## src/rtl/tlbc_pkg.sv

```systemverilog
// Constants shared by the T1/E1 loopback selector: register map, fields,
// reset values and frame geometry.
// Assumes an 8-bit register port in the same clock domain as the selector.
package tlbc_pkg;

	// ------------------------------------------------------------------
	// Register map
	// ------------------------------------------------------------------
	localparam logic [7:0] LOOPBACK_CONTROL_ADDR  = 8'h4a;
	localparam logic [7:0] LOOPBACK_CONTROL_RESET = 8'h00;

	// ------------------------------------------------------------------
	// Field positions in the loopback control register
	// ------------------------------------------------------------------
	localparam int FRAMER_LOOP_EN_BIT   = 0;
	localparam int PAYLOAD_LOOP_EN_BIT  = 1;
	localparam int REMOTE_LOOP_EN_BIT   = 2;
	localparam int LOCAL_LOOP_EN_BIT    = 3;
	localparam int LIU_MUX_CTL_BIT      = 4;
	localparam int MUX_PIN_FUNC_SEL_BIT = 7;
	localparam logic [7:0] WRITABLE_MASK = 8'h9f;

	// ------------------------------------------------------------------
	// Frame geometry, counted in line bits
	// ------------------------------------------------------------------
	localparam int T1_FRAME_BITS    = 193;
	localparam int T1_PAYLOAD_BITS  = 192;
	localparam int E1_FRAME_BITS    = 256;
	localparam int E1_PAYLOAD_BITS  = 248;
	localparam int BIT_CNT_W        = 9;

	// ------------------------------------------------------------------
	// Pin synchroniser slots
	// ------------------------------------------------------------------
	localparam int SYNC_TX_CLK     = 0;
	localparam int SYNC_RX_LINE_CLK = 1;
	localparam int SYNC_LIU_REC_CLK = 2;
	localparam int SYNC_FR_TX_CLK  = 3;
	localparam int SYNC_LINE_RXP   = 4;
	localparam int SYNC_LINE_RXN   = 5;
	localparam int SYNC_LIU_RXP    = 6;
	localparam int SYNC_LIU_RXN    = 7;
	localparam int SYNC_FR_TXP     = 8;
	localparam int SYNC_FR_TXN     = 9;
	localparam int SYNC_MUX_PIN    = 10;
	localparam int SYNC_COUNT      = 11;

endpackage : tlbc_pkg

```

## src/rtl/tlbc_loopback.sv

```systemverilog
// T1/E1 loopback selector for one transceiver: control register plus the
// data and timing steering among formatter, framer and line interface.
// Assumes clk_in far faster than any line clock; pin clocks are sampled
// and their rising edges detected. Formatter and framer strobes are
// synchronous to clk_in.
`timescale 1ns/10ps

module tlbc_loopback
(
	input  wire logic       clk_in,
	input  wire logic       rst_n_in,
	input  wire logic       ce_in,
	// Register port
	input  wire logic [7:0] addr_in,
	input  wire logic [7:0] wr_data_in,
	input  wire logic       wr_en_in,
	input  wire logic       rd_en_in,
	output logic      [7:0] rd_data_out,
	// Mode from the framer configuration
	input  wire logic       t1_mode_in,
	// Pins and line interface, outside clk_in's domain
	input  wire logic       tx_clk_in,
	input  wire logic       rx_line_clk_in,
	input  wire logic       liu_rec_clk_in,
	input  wire logic       framer_tx_clk_in,
	input  wire logic       line_rx_pos_in,
	input  wire logic       line_rx_neg_in,
	input  wire logic       liu_rx_pos_in,
	input  wire logic       liu_rx_neg_in,
	input  wire logic       framer_tx_pos_in,
	input  wire logic       framer_tx_neg_in,
	input  wire logic       mux_pin_in,
	// Formatter and framer side, same domain
	input  wire logic       fmt_pos_in,
	input  wire logic       fmt_neg_in,
	input  wire logic       fmt_chan_clk_in,
	input  wire logic       fmt_chan_block_in,
	input  wire logic       tx_frame_start_in,
	input  wire logic       rx_frame_start_in,
	// Line side outputs
	output logic            line_tx_pos_out,
	output logic            line_tx_neg_out,
	output logic            tx_link_clk_out,
	output logic            tx_chan_clk_out,
	output logic            tx_chan_block_out,
	// Framer receive inputs as steered here
	output logic            rx_fr_pos_out,
	output logic            rx_fr_neg_out,
	output logic            rx_fr_clk_out,
	// Steering flags
	output logic            tx_user_ignore_out,
	output logic            tx_payload_loop_out,
	output logic            liu_joined_out,
	output logic            tx_power_down_out
);

	// ------------------------------------------------------------------
	// Pin synchronisers
	// ------------------------------------------------------------------
	logic [tlbc_pkg::SYNC_COUNT-1:0] pin_raw;
	logic [tlbc_pkg::SYNC_COUNT-1:0] sync_a;
	logic [tlbc_pkg::SYNC_COUNT-1:0] sync_b;

	assign pin_raw = {mux_pin_in, framer_tx_neg_in, framer_tx_pos_in, liu_rx_neg_in, liu_rx_pos_in,
		line_rx_neg_in, line_rx_pos_in, framer_tx_clk_in, liu_rec_clk_in, rx_line_clk_in, tx_clk_in};

	// Two flops per pin; only sync_b is read by logic
	genvar gi;
	generate
		for (gi = 0; gi < tlbc_pkg::SYNC_COUNT; gi++)
		begin : g_sync
			always_ff @(posedge clk_in or negedge rst_n_in)
			begin
				if (!rst_n_in)
				begin
					sync_a[gi] <= 1'b0;
					sync_b[gi] <= 1'b0;
				end
				else if (ce_in)
				begin
					sync_a[gi] <= pin_raw[gi];
					sync_b[gi] <= sync_a[gi];
				end
			end
		end
	endgenerate

	// ------------------------------------------------------------------
	// Control register and frame-aligned active copy
	// ------------------------------------------------------------------
	logic [7:0] loopback_control;
	logic [7:0] next_loopback_control;
	logic       framer_loop_en;
	logic       next_framer_loop_en;
	logic       payload_loop_en;
	logic       next_payload_loop_en;
	logic       remote_loop_en;
	logic       next_remote_loop_en;
	logic       local_loop_en;
	logic       next_local_loop_en;
	logic [7:0] next_rd_data;
	logic       liu_mux_ctl;
	logic       mux_pin_func_sel;

	assign liu_mux_ctl      = loopback_control[tlbc_pkg::LIU_MUX_CTL_BIT];
	assign mux_pin_func_sel = loopback_control[tlbc_pkg::MUX_PIN_FUNC_SEL_BIT];

	// Writes land at once; loop modes follow only at frame starts so no
	// partial frame leaves on the line
	always_comb
	begin
		next_loopback_control = loopback_control;
		next_rd_data          = rd_data_out;
		if (wr_en_in && addr_in == tlbc_pkg::LOOPBACK_CONTROL_ADDR)
			next_loopback_control = wr_data_in & tlbc_pkg::WRITABLE_MASK; // Bits 5,6 held zero
		if (rd_en_in)
			next_rd_data = (addr_in == tlbc_pkg::LOOPBACK_CONTROL_ADDR) ? loopback_control : 8'h00;
		next_framer_loop_en  = framer_loop_en;
		next_remote_loop_en  = remote_loop_en;
		next_local_loop_en   = local_loop_en;
		next_payload_loop_en = payload_loop_en;
		if (tx_frame_start_in)
		begin
			next_framer_loop_en = loopback_control[tlbc_pkg::FRAMER_LOOP_EN_BIT];
			next_remote_loop_en = loopback_control[tlbc_pkg::REMOTE_LOOP_EN_BIT];
			next_local_loop_en  = loopback_control[tlbc_pkg::LOCAL_LOOP_EN_BIT];
		end
		if (rx_frame_start_in)
			next_payload_loop_en = loopback_control[tlbc_pkg::PAYLOAD_LOOP_EN_BIT];
	end

	always_ff @(posedge clk_in or negedge rst_n_in)
	begin
		if (!rst_n_in)
		begin
			loopback_control <= tlbc_pkg::LOOPBACK_CONTROL_RESET;
			rd_data_out      <= 8'h00;
			framer_loop_en   <= 1'b0;
			payload_loop_en  <= 1'b0;
			remote_loop_en   <= 1'b0;
			local_loop_en    <= 1'b0;
		end
		else if (ce_in)
		begin
			loopback_control <= next_loopback_control;
			rd_data_out      <= next_rd_data;
			framer_loop_en   <= next_framer_loop_en;
			payload_loop_en  <= next_payload_loop_en;
			remote_loop_en   <= next_remote_loop_en;
			local_loop_en    <= next_local_loop_en;
		end
	end

	// ------------------------------------------------------------------
	// Mux pin role and LIU joining
	// ------------------------------------------------------------------
	logic mux_pin;
	logic joined;

	assign mux_pin = sync_b[tlbc_pkg::SYNC_MUX_PIN];
	// Select bit or pin high hands control to the mux bit
	// Both low keeps the parts separated whatever the mux bit
	assign joined = (mux_pin_func_sel || mux_pin) ? !liu_mux_ctl : 1'b0;

	// ------------------------------------------------------------------
	// Clock selection and edge detection
	// ------------------------------------------------------------------
	logic tx_clk_lvl;
	logic rec_clk_lvl;
	logic line_clk_sel;
	logic rx_clk_sel;
	logic line_clk_d;
	logic rx_clk_d;
	logic line_edge;
	logic rx_edge;

	// Separated parts use the framer-side pins for clocks
	assign tx_clk_lvl  = joined ? sync_b[tlbc_pkg::SYNC_TX_CLK] : sync_b[tlbc_pkg::SYNC_FR_TX_CLK];
	assign rec_clk_lvl = joined ? sync_b[tlbc_pkg::SYNC_LIU_REC_CLK] : sync_b[tlbc_pkg::SYNC_RX_LINE_CLK];
	// Line side on recovered clock in payload or remote loop
	assign line_clk_sel = (payload_loop_en || remote_loop_en) ? rec_clk_lvl : tx_clk_lvl;
	// Receive side follows transmit clock in framer loop
	assign rx_clk_sel = framer_loop_en ? tx_clk_lvl : rec_clk_lvl;
	assign line_edge  = line_clk_sel && !line_clk_d;
	assign rx_edge    = rx_clk_sel && !rx_clk_d;

	// ------------------------------------------------------------------
	// Data steering
	// ------------------------------------------------------------------
	logic                           rx_pos_lvl;
	logic                           rx_neg_lvl;
	logic                           src_pos;
	logic                           src_neg;
	logic                           ones_pol;
	logic                           next_ones_pol;
	logic [tlbc_pkg::BIT_CNT_W-1:0] bit_cnt;
	logic [tlbc_pkg::BIT_CNT_W-1:0] next_bit_cnt;
	logic [tlbc_pkg::BIT_CNT_W-1:0] oh_bits;
	logic                           in_payload;
	logic                           next_line_pos;
	logic                           next_line_neg;
	logic                           next_rx_pos;
	logic                           next_rx_neg;

	assign rx_pos_lvl = joined ? sync_b[tlbc_pkg::SYNC_LIU_RXP] : sync_b[tlbc_pkg::SYNC_LINE_RXP];
	assign rx_neg_lvl = joined ? sync_b[tlbc_pkg::SYNC_LIU_RXN] : sync_b[tlbc_pkg::SYNC_LINE_RXN];
	assign src_pos    = joined ? fmt_pos_in : sync_b[tlbc_pkg::SYNC_FR_TXP];
	assign src_neg    = joined ? fmt_neg_in : sync_b[tlbc_pkg::SYNC_FR_TXN];

	// Overhead bits per frame: T1 one framing bit, E1 the whole first slot
	assign oh_bits = t1_mode_in ?
		tlbc_pkg::BIT_CNT_W'(tlbc_pkg::T1_FRAME_BITS - tlbc_pkg::T1_PAYLOAD_BITS) :
		tlbc_pkg::BIT_CNT_W'(tlbc_pkg::E1_FRAME_BITS - tlbc_pkg::E1_PAYLOAD_BITS);
	assign in_payload = (bit_cnt >= oh_bits);

	// Line and receive data, each updated on its own selected clock edge
	always_comb
	begin
		next_line_pos = line_tx_pos_out;
		next_line_neg = line_tx_neg_out;
		next_ones_pol = ones_pol;
		next_bit_cnt  = bit_cnt;
		next_rx_pos   = rx_fr_pos_out;
		next_rx_neg   = rx_fr_neg_out;
		if (tx_frame_start_in)
			next_bit_cnt = '0;
		else if (line_edge && bit_cnt != tlbc_pkg::BIT_CNT_W'(tlbc_pkg::E1_FRAME_BITS - 1))
			next_bit_cnt = bit_cnt + 1'b1;
		if (line_edge)
		begin
			if (remote_loop_en)
			begin
				// Formatter dropped, line input echoed
				next_line_pos = rx_pos_lvl;
				next_line_neg = rx_neg_lvl;
			end
			else if (framer_loop_en && t1_mode_in)
			begin
				// Unframed all ones, marks alternating polarity
				next_line_pos = !ones_pol;
				next_line_neg = ones_pol;
				next_ones_pol = !ones_pol;
			end
			else
			begin
				// Normal data, also in E1 framer loop
				next_line_pos = src_pos;
				next_line_neg = src_neg;
			end
		end
		if (rx_edge)
		begin
			if (framer_loop_en)
			begin
				// Transmit data looped in, line input ignored
				next_rx_pos = src_pos;
				next_rx_neg = src_neg;
			end
			else if (local_loop_en)
			begin
				// Receive pair replaced by what goes out
				next_rx_pos = line_tx_pos_out;
				next_rx_neg = line_tx_neg_out;
			end
			else
			begin
				// Remote loop still feeds the framer normally
				next_rx_pos = rx_pos_lvl;
				next_rx_neg = rx_neg_lvl;
			end
		end
	end

	// ------------------------------------------------------------------
	// Output registers
	// ------------------------------------------------------------------
	// Every output is a flop so glitches of the muxes never reach pins
	always_ff @(posedge clk_in or negedge rst_n_in)
	begin
		if (!rst_n_in)
		begin
			line_clk_d          <= 1'b0;
			rx_clk_d            <= 1'b0;
			ones_pol            <= 1'b0;
			bit_cnt             <= '0;
			line_tx_pos_out     <= 1'b0;
			line_tx_neg_out     <= 1'b0;
			rx_fr_pos_out       <= 1'b0;
			rx_fr_neg_out       <= 1'b0;
			tx_link_clk_out     <= 1'b0;
			rx_fr_clk_out       <= 1'b0;
			tx_chan_clk_out     <= 1'b0;
			tx_chan_block_out   <= 1'b0;
			tx_user_ignore_out  <= 1'b0;
			tx_payload_loop_out <= 1'b0;
			liu_joined_out      <= 1'b0;
			tx_power_down_out   <= 1'b0;
		end
		else if (ce_in)
		begin
			line_clk_d          <= line_clk_sel;
			rx_clk_d            <= rx_clk_sel;
			ones_pol            <= next_ones_pol;
			bit_cnt             <= next_bit_cnt;
			line_tx_pos_out     <= next_line_pos;
			line_tx_neg_out     <= next_line_neg;
			rx_fr_pos_out       <= next_rx_pos;
			rx_fr_neg_out       <= next_rx_neg;
			tx_link_clk_out     <= line_clk_sel;
			rx_fr_clk_out       <= rx_clk_sel;
			tx_chan_clk_out     <= fmt_chan_clk_in && !payload_loop_en;
			tx_chan_block_out   <= fmt_chan_block_in && !payload_loop_en;
			tx_user_ignore_out  <= payload_loop_en || remote_loop_en;
			// Payload positions only; overhead regenerated by formatter
			tx_payload_loop_out <= payload_loop_en && in_payload;
			liu_joined_out      <= joined;
			tx_power_down_out   <= mux_pin_func_sel && mux_pin;
		end
	end

endmodule : tlbc_loopback

```

## config.mk

```make
export PLATFORM = sky130hd
export DESIGN_NAME = tlbc_loopback
export DESIGN_NICKNAME = d
export VERILOG_FILES = /design/src/rtl/tlbc_pkg.sv /design/src/rtl/tlbc_loopback.sv
export SDC_FILE = /design/constraint.sdc
export NUM_CORES = 1
export LEC_CHECK = 0
export ABC_AREA = 0
export BUFFER_PORTS_ARGS = -buffer_cell sky130_fd_sc_hd__clkbuf_2
export CORE_ASPECT_RATIO = 0.9
export CORE_MARGIN = 5
export CORE_UTILIZATION = 30
export DETAILED_ROUTE_END_ITERATION = 10
export GPL_ROUTABILITY_DRIVEN = 0
export MAX_ROUTING_LAYER = met4
export PLACE_DENSITY = 0.55
export REMOVE_ABC_BUFFERS = 1
export SLEW_MARGIN = 20
export SYNTH_ARGS = -nofsm -noshare
export SYNTH_HDL_FRONTEND = slang
export SYNTH_SLANG_ARGS = --single-unit
```

## constraint.sdc

```tcl
create_clock -name clk_in -period 2.84 [get_ports clk_in]
set_clock_uncertainty 0.05 [all_clocks]
set_input_delay 0.426 -clock clk_in [delete_from_list [all_inputs] [get_ports clk_in]]
set_output_delay 0.426 -clock clk_in [all_outputs]
set_load 0.05 [all_outputs]
```

==> run metrics <==
status complete, no violations; WL/cell 14.6 um; CTS clk-pin slew, worst paths 60 ps; pwr dens 719 nW/um2; Vias per Instance 4.81; Gate power share 21.1%; RSZ-0062 raised after global routing no; Final period util 82.5%; Remaining Overflow, GRT 0; H-tree depth 3; CTS Root Cell clkbuf_8; CP most frequent cell and3_1; Async SR Flop Fraction 100%; Starting Density 30.6%; CORE AREA 9080 um2; Placed Cells 393; post-synth top area share 54.0%; Leakage 1.62 nW; highest cell delay on the worst timing path 420 ps; Psw 727 uW; Post-Layout Cell Count 409; Fin Setup TNS 0 ps; design area 3410 um2; post-CTS sizing 0; antenna-violating nets left 0; DRT Pass-1 Iters 4; Clk Latency, worst-skew pair 330 ps; Clock Path Buffers 2; Area after DPL 3180 um2; share of post-route cells with drive strength above 1 41.8%; maximum clock rate 427 MHz; Layout area overhead 22.6%; HPWL Detailed 4.30 mm; Post-synth EDFFs 0; initial antenna violation count 0; area leader, netlist dfrtp_1; Slew HR 49.4%; MaxCap Viol Count 0; synth unique cells 41; crit path cell chain ha_1, and3_1, and3_1, and3_1, ha_1, nor2b_1, buf_4, a21boi_0, mux2_2; NumNets Final 325; Netlist Area Pre-Place 2780 um2; vias 1,967; internal power 1.73 mW; sequential area share after synthesis 54.0%; Ys Warns 0; top post-synthesis cells by area dfrtp_1 (54%), mux2_2 (16%), a22o_1 (2.5%), inv_1 (1.9%), ha_1 (1.8%); Hold/Removal Path Class in2async; syn avg cell area 12.4 um2; Die Span Y 101 um; CP max FO 12; # diodes 0; setup slack, reg-to-reg 500 ps; sequential power share 42.0%; crit path kind reg2reg; DR DRC count 0; Worst Path Required 3010 ps; crit path time final 2340 ps; first-pass GRT wire length 10.3 mm; Critical Path Slowest Stage Cell dfrtp_1; Num CTS Buffers 9; Primary FF master, synth dfrtp_1; Die X 112 um; row cnt 33; final setup violation count 0; I/O pins 59; PortBufs 54; Pins Over Slew Limit 0; total wire length 5.99 mm; Post-CTS Setup Bufs 0; CP Launch Type flip-flop; gr usage total 11.8%; Post-Synthesis Cells 224; full die area 11,300 um2; IR drop worst, VDD 0.000321 V; CTS tree done; Seq cells post-synth 60; Clock Power Share 36.8%; Critical path buffers and inverters 1; fillers 935; CP endpoint kind flip-flop; vias in the first global route 2,095; delay-heaviest family, CP simple AND/OR/NAND/NOR gates; largest net degree at the start of global routing 61; Worst-Margin Slew 758 ps; clock net sink count 60; Final Hold Viols 0; switch share 29.6%; crit path DAT 2510 ps; Post-CTS Hold Buffers 0; DR iter-0 viols 69
[stage by stage]
step,power (mW),utilization (%),setup slack [ps],hold WS (ps)
2_1_floorplan,1.40,-,430,80.4
3_3_place_gp,1.57,35.0,557,439
3_5_place_dp,1.58,35.0,523,442
4_1_cts,2.50,37.6,511,225
5_1_grt,2.58,37.6,347,253
6_report,2.45,37.6,497,204
[flip-flops by register name, summed over array words and instances, names as in the netlist, 6 cells and up]
signal	count
sync_a	11
sync_b	10
bit_cnt	9
loopback_control	6
rd_data_out	6
[final cells by class]
type,count,area (um2),share of cell area (%)
flip-flops and latches,60,1500,44.0
multi-input cells,138,1160,34.1
repair buffers,59,308,9.02
well taps,122,153,4.47
clock buffers,12,135,3.96
clock inverters,4,97.6,2.86
inverters,14,52.6,1.54
[worst reg2reg max path: cells and delay by family, from the launching register on]
kind / cells / cell delay, ps
and+or+nand+nor: 4 / 730
buffers and inverters: 1 / 190
muxes: 1 / 300
AOI/OAI and AO/OA: 1 / 160
DFF: 1 / 420
adders and majority gates: 2 / 400
[cells by family after synthesis]
kind of cell    count (synthesis)  synth area share, %
other cells                     1                0.135
fa+ha+maj                       4                 1.80
compound gates                 40                 11.1
mux                            45                 18.9
simple gates                   46                 9.49
buf+inv                        27                 4.32
xor+xnor                        1                0.315
flops                          60                 54.0
[Yosys cell counts, drive strengths merged (2+ instances only)]
| master | number |
|---|---|
| a22o | 8 |
| clkbuf | 5 |
| a31oi | 3 |
| o211ai | 3 |
| a41oi | 3 |
| nor2b | 3 |
| nand3 | 2 |
| a21oi | 5 |
| nor4b | 2 |
| buf | 8 |
| o21ai | 5 |
| nor2 | 8 |
| inv | 14 |
| nand4 | 3 |
| a32oi | 2 |
| ha | 4 |
| and3 | 7 |
| a311o | 4 |
| nand3b | 4 |
| o21ba | 2 |
| nand2 | 10 |
| mux2i | 3 |
| dfrtp | 60 |
| mux4 | 2 |
| mux2 | 40 |
| or3b | 2 |
[placed cells by master, fill, tap and decap left out, types with 4 or more instances in the layout]
cell / n
buf_4: 5
mux2_2: 40
nand2_1: 10
inv_1: 14
and3_1: 7
a22o_1: 8
a21oi_1: 5
o21ai_0: 5
ha_1: 4
nor2_1: 8
nand3b_1: 4
clkbuf_2: 54
clkbuf_8: 9
a311o_1: 4
dfrtp_1: 60
[power by group through the flow]
stage          Combinational, mW  Sequential, mW  Clock, mW
6_report                   0.519            1.03      0.904
3_5_place_dp               0.527            1.05          0
4_1_cts                    0.528            1.03      0.942
3_3_place_gp               0.518            1.05          0
5_1_grt                    0.564            1.04      0.976
2_1_floorplan              0.221            1.18          0
[worst paths after layout]
path                            start  cells after the start           endpoint
min reg2reg                 sync_a[7]                      1          sync_b[7]
max                        bit_cnt[1]                      9         bit_cnt[0]
max in group asynchronous    rst_n_in                      2  tx_chan_block_out
min                          rst_n_in                      2          sync_a[9]
min in group clk_in        mux_pin_in                      2         sync_a[10]
max reg2reg                bit_cnt[1]                      9         bit_cnt[0]
[layer usage]
layer  track usage [%]  part of all wire [%]  wire length (um)
met1              15.5                    49              2960
met2              17.0                    44              2630
met3              3.46                   5.0               302
met4              5.14                   1.7               103
met5                 -                     0                 0
No activity file was read; power rests on OpenSTA's default activity.
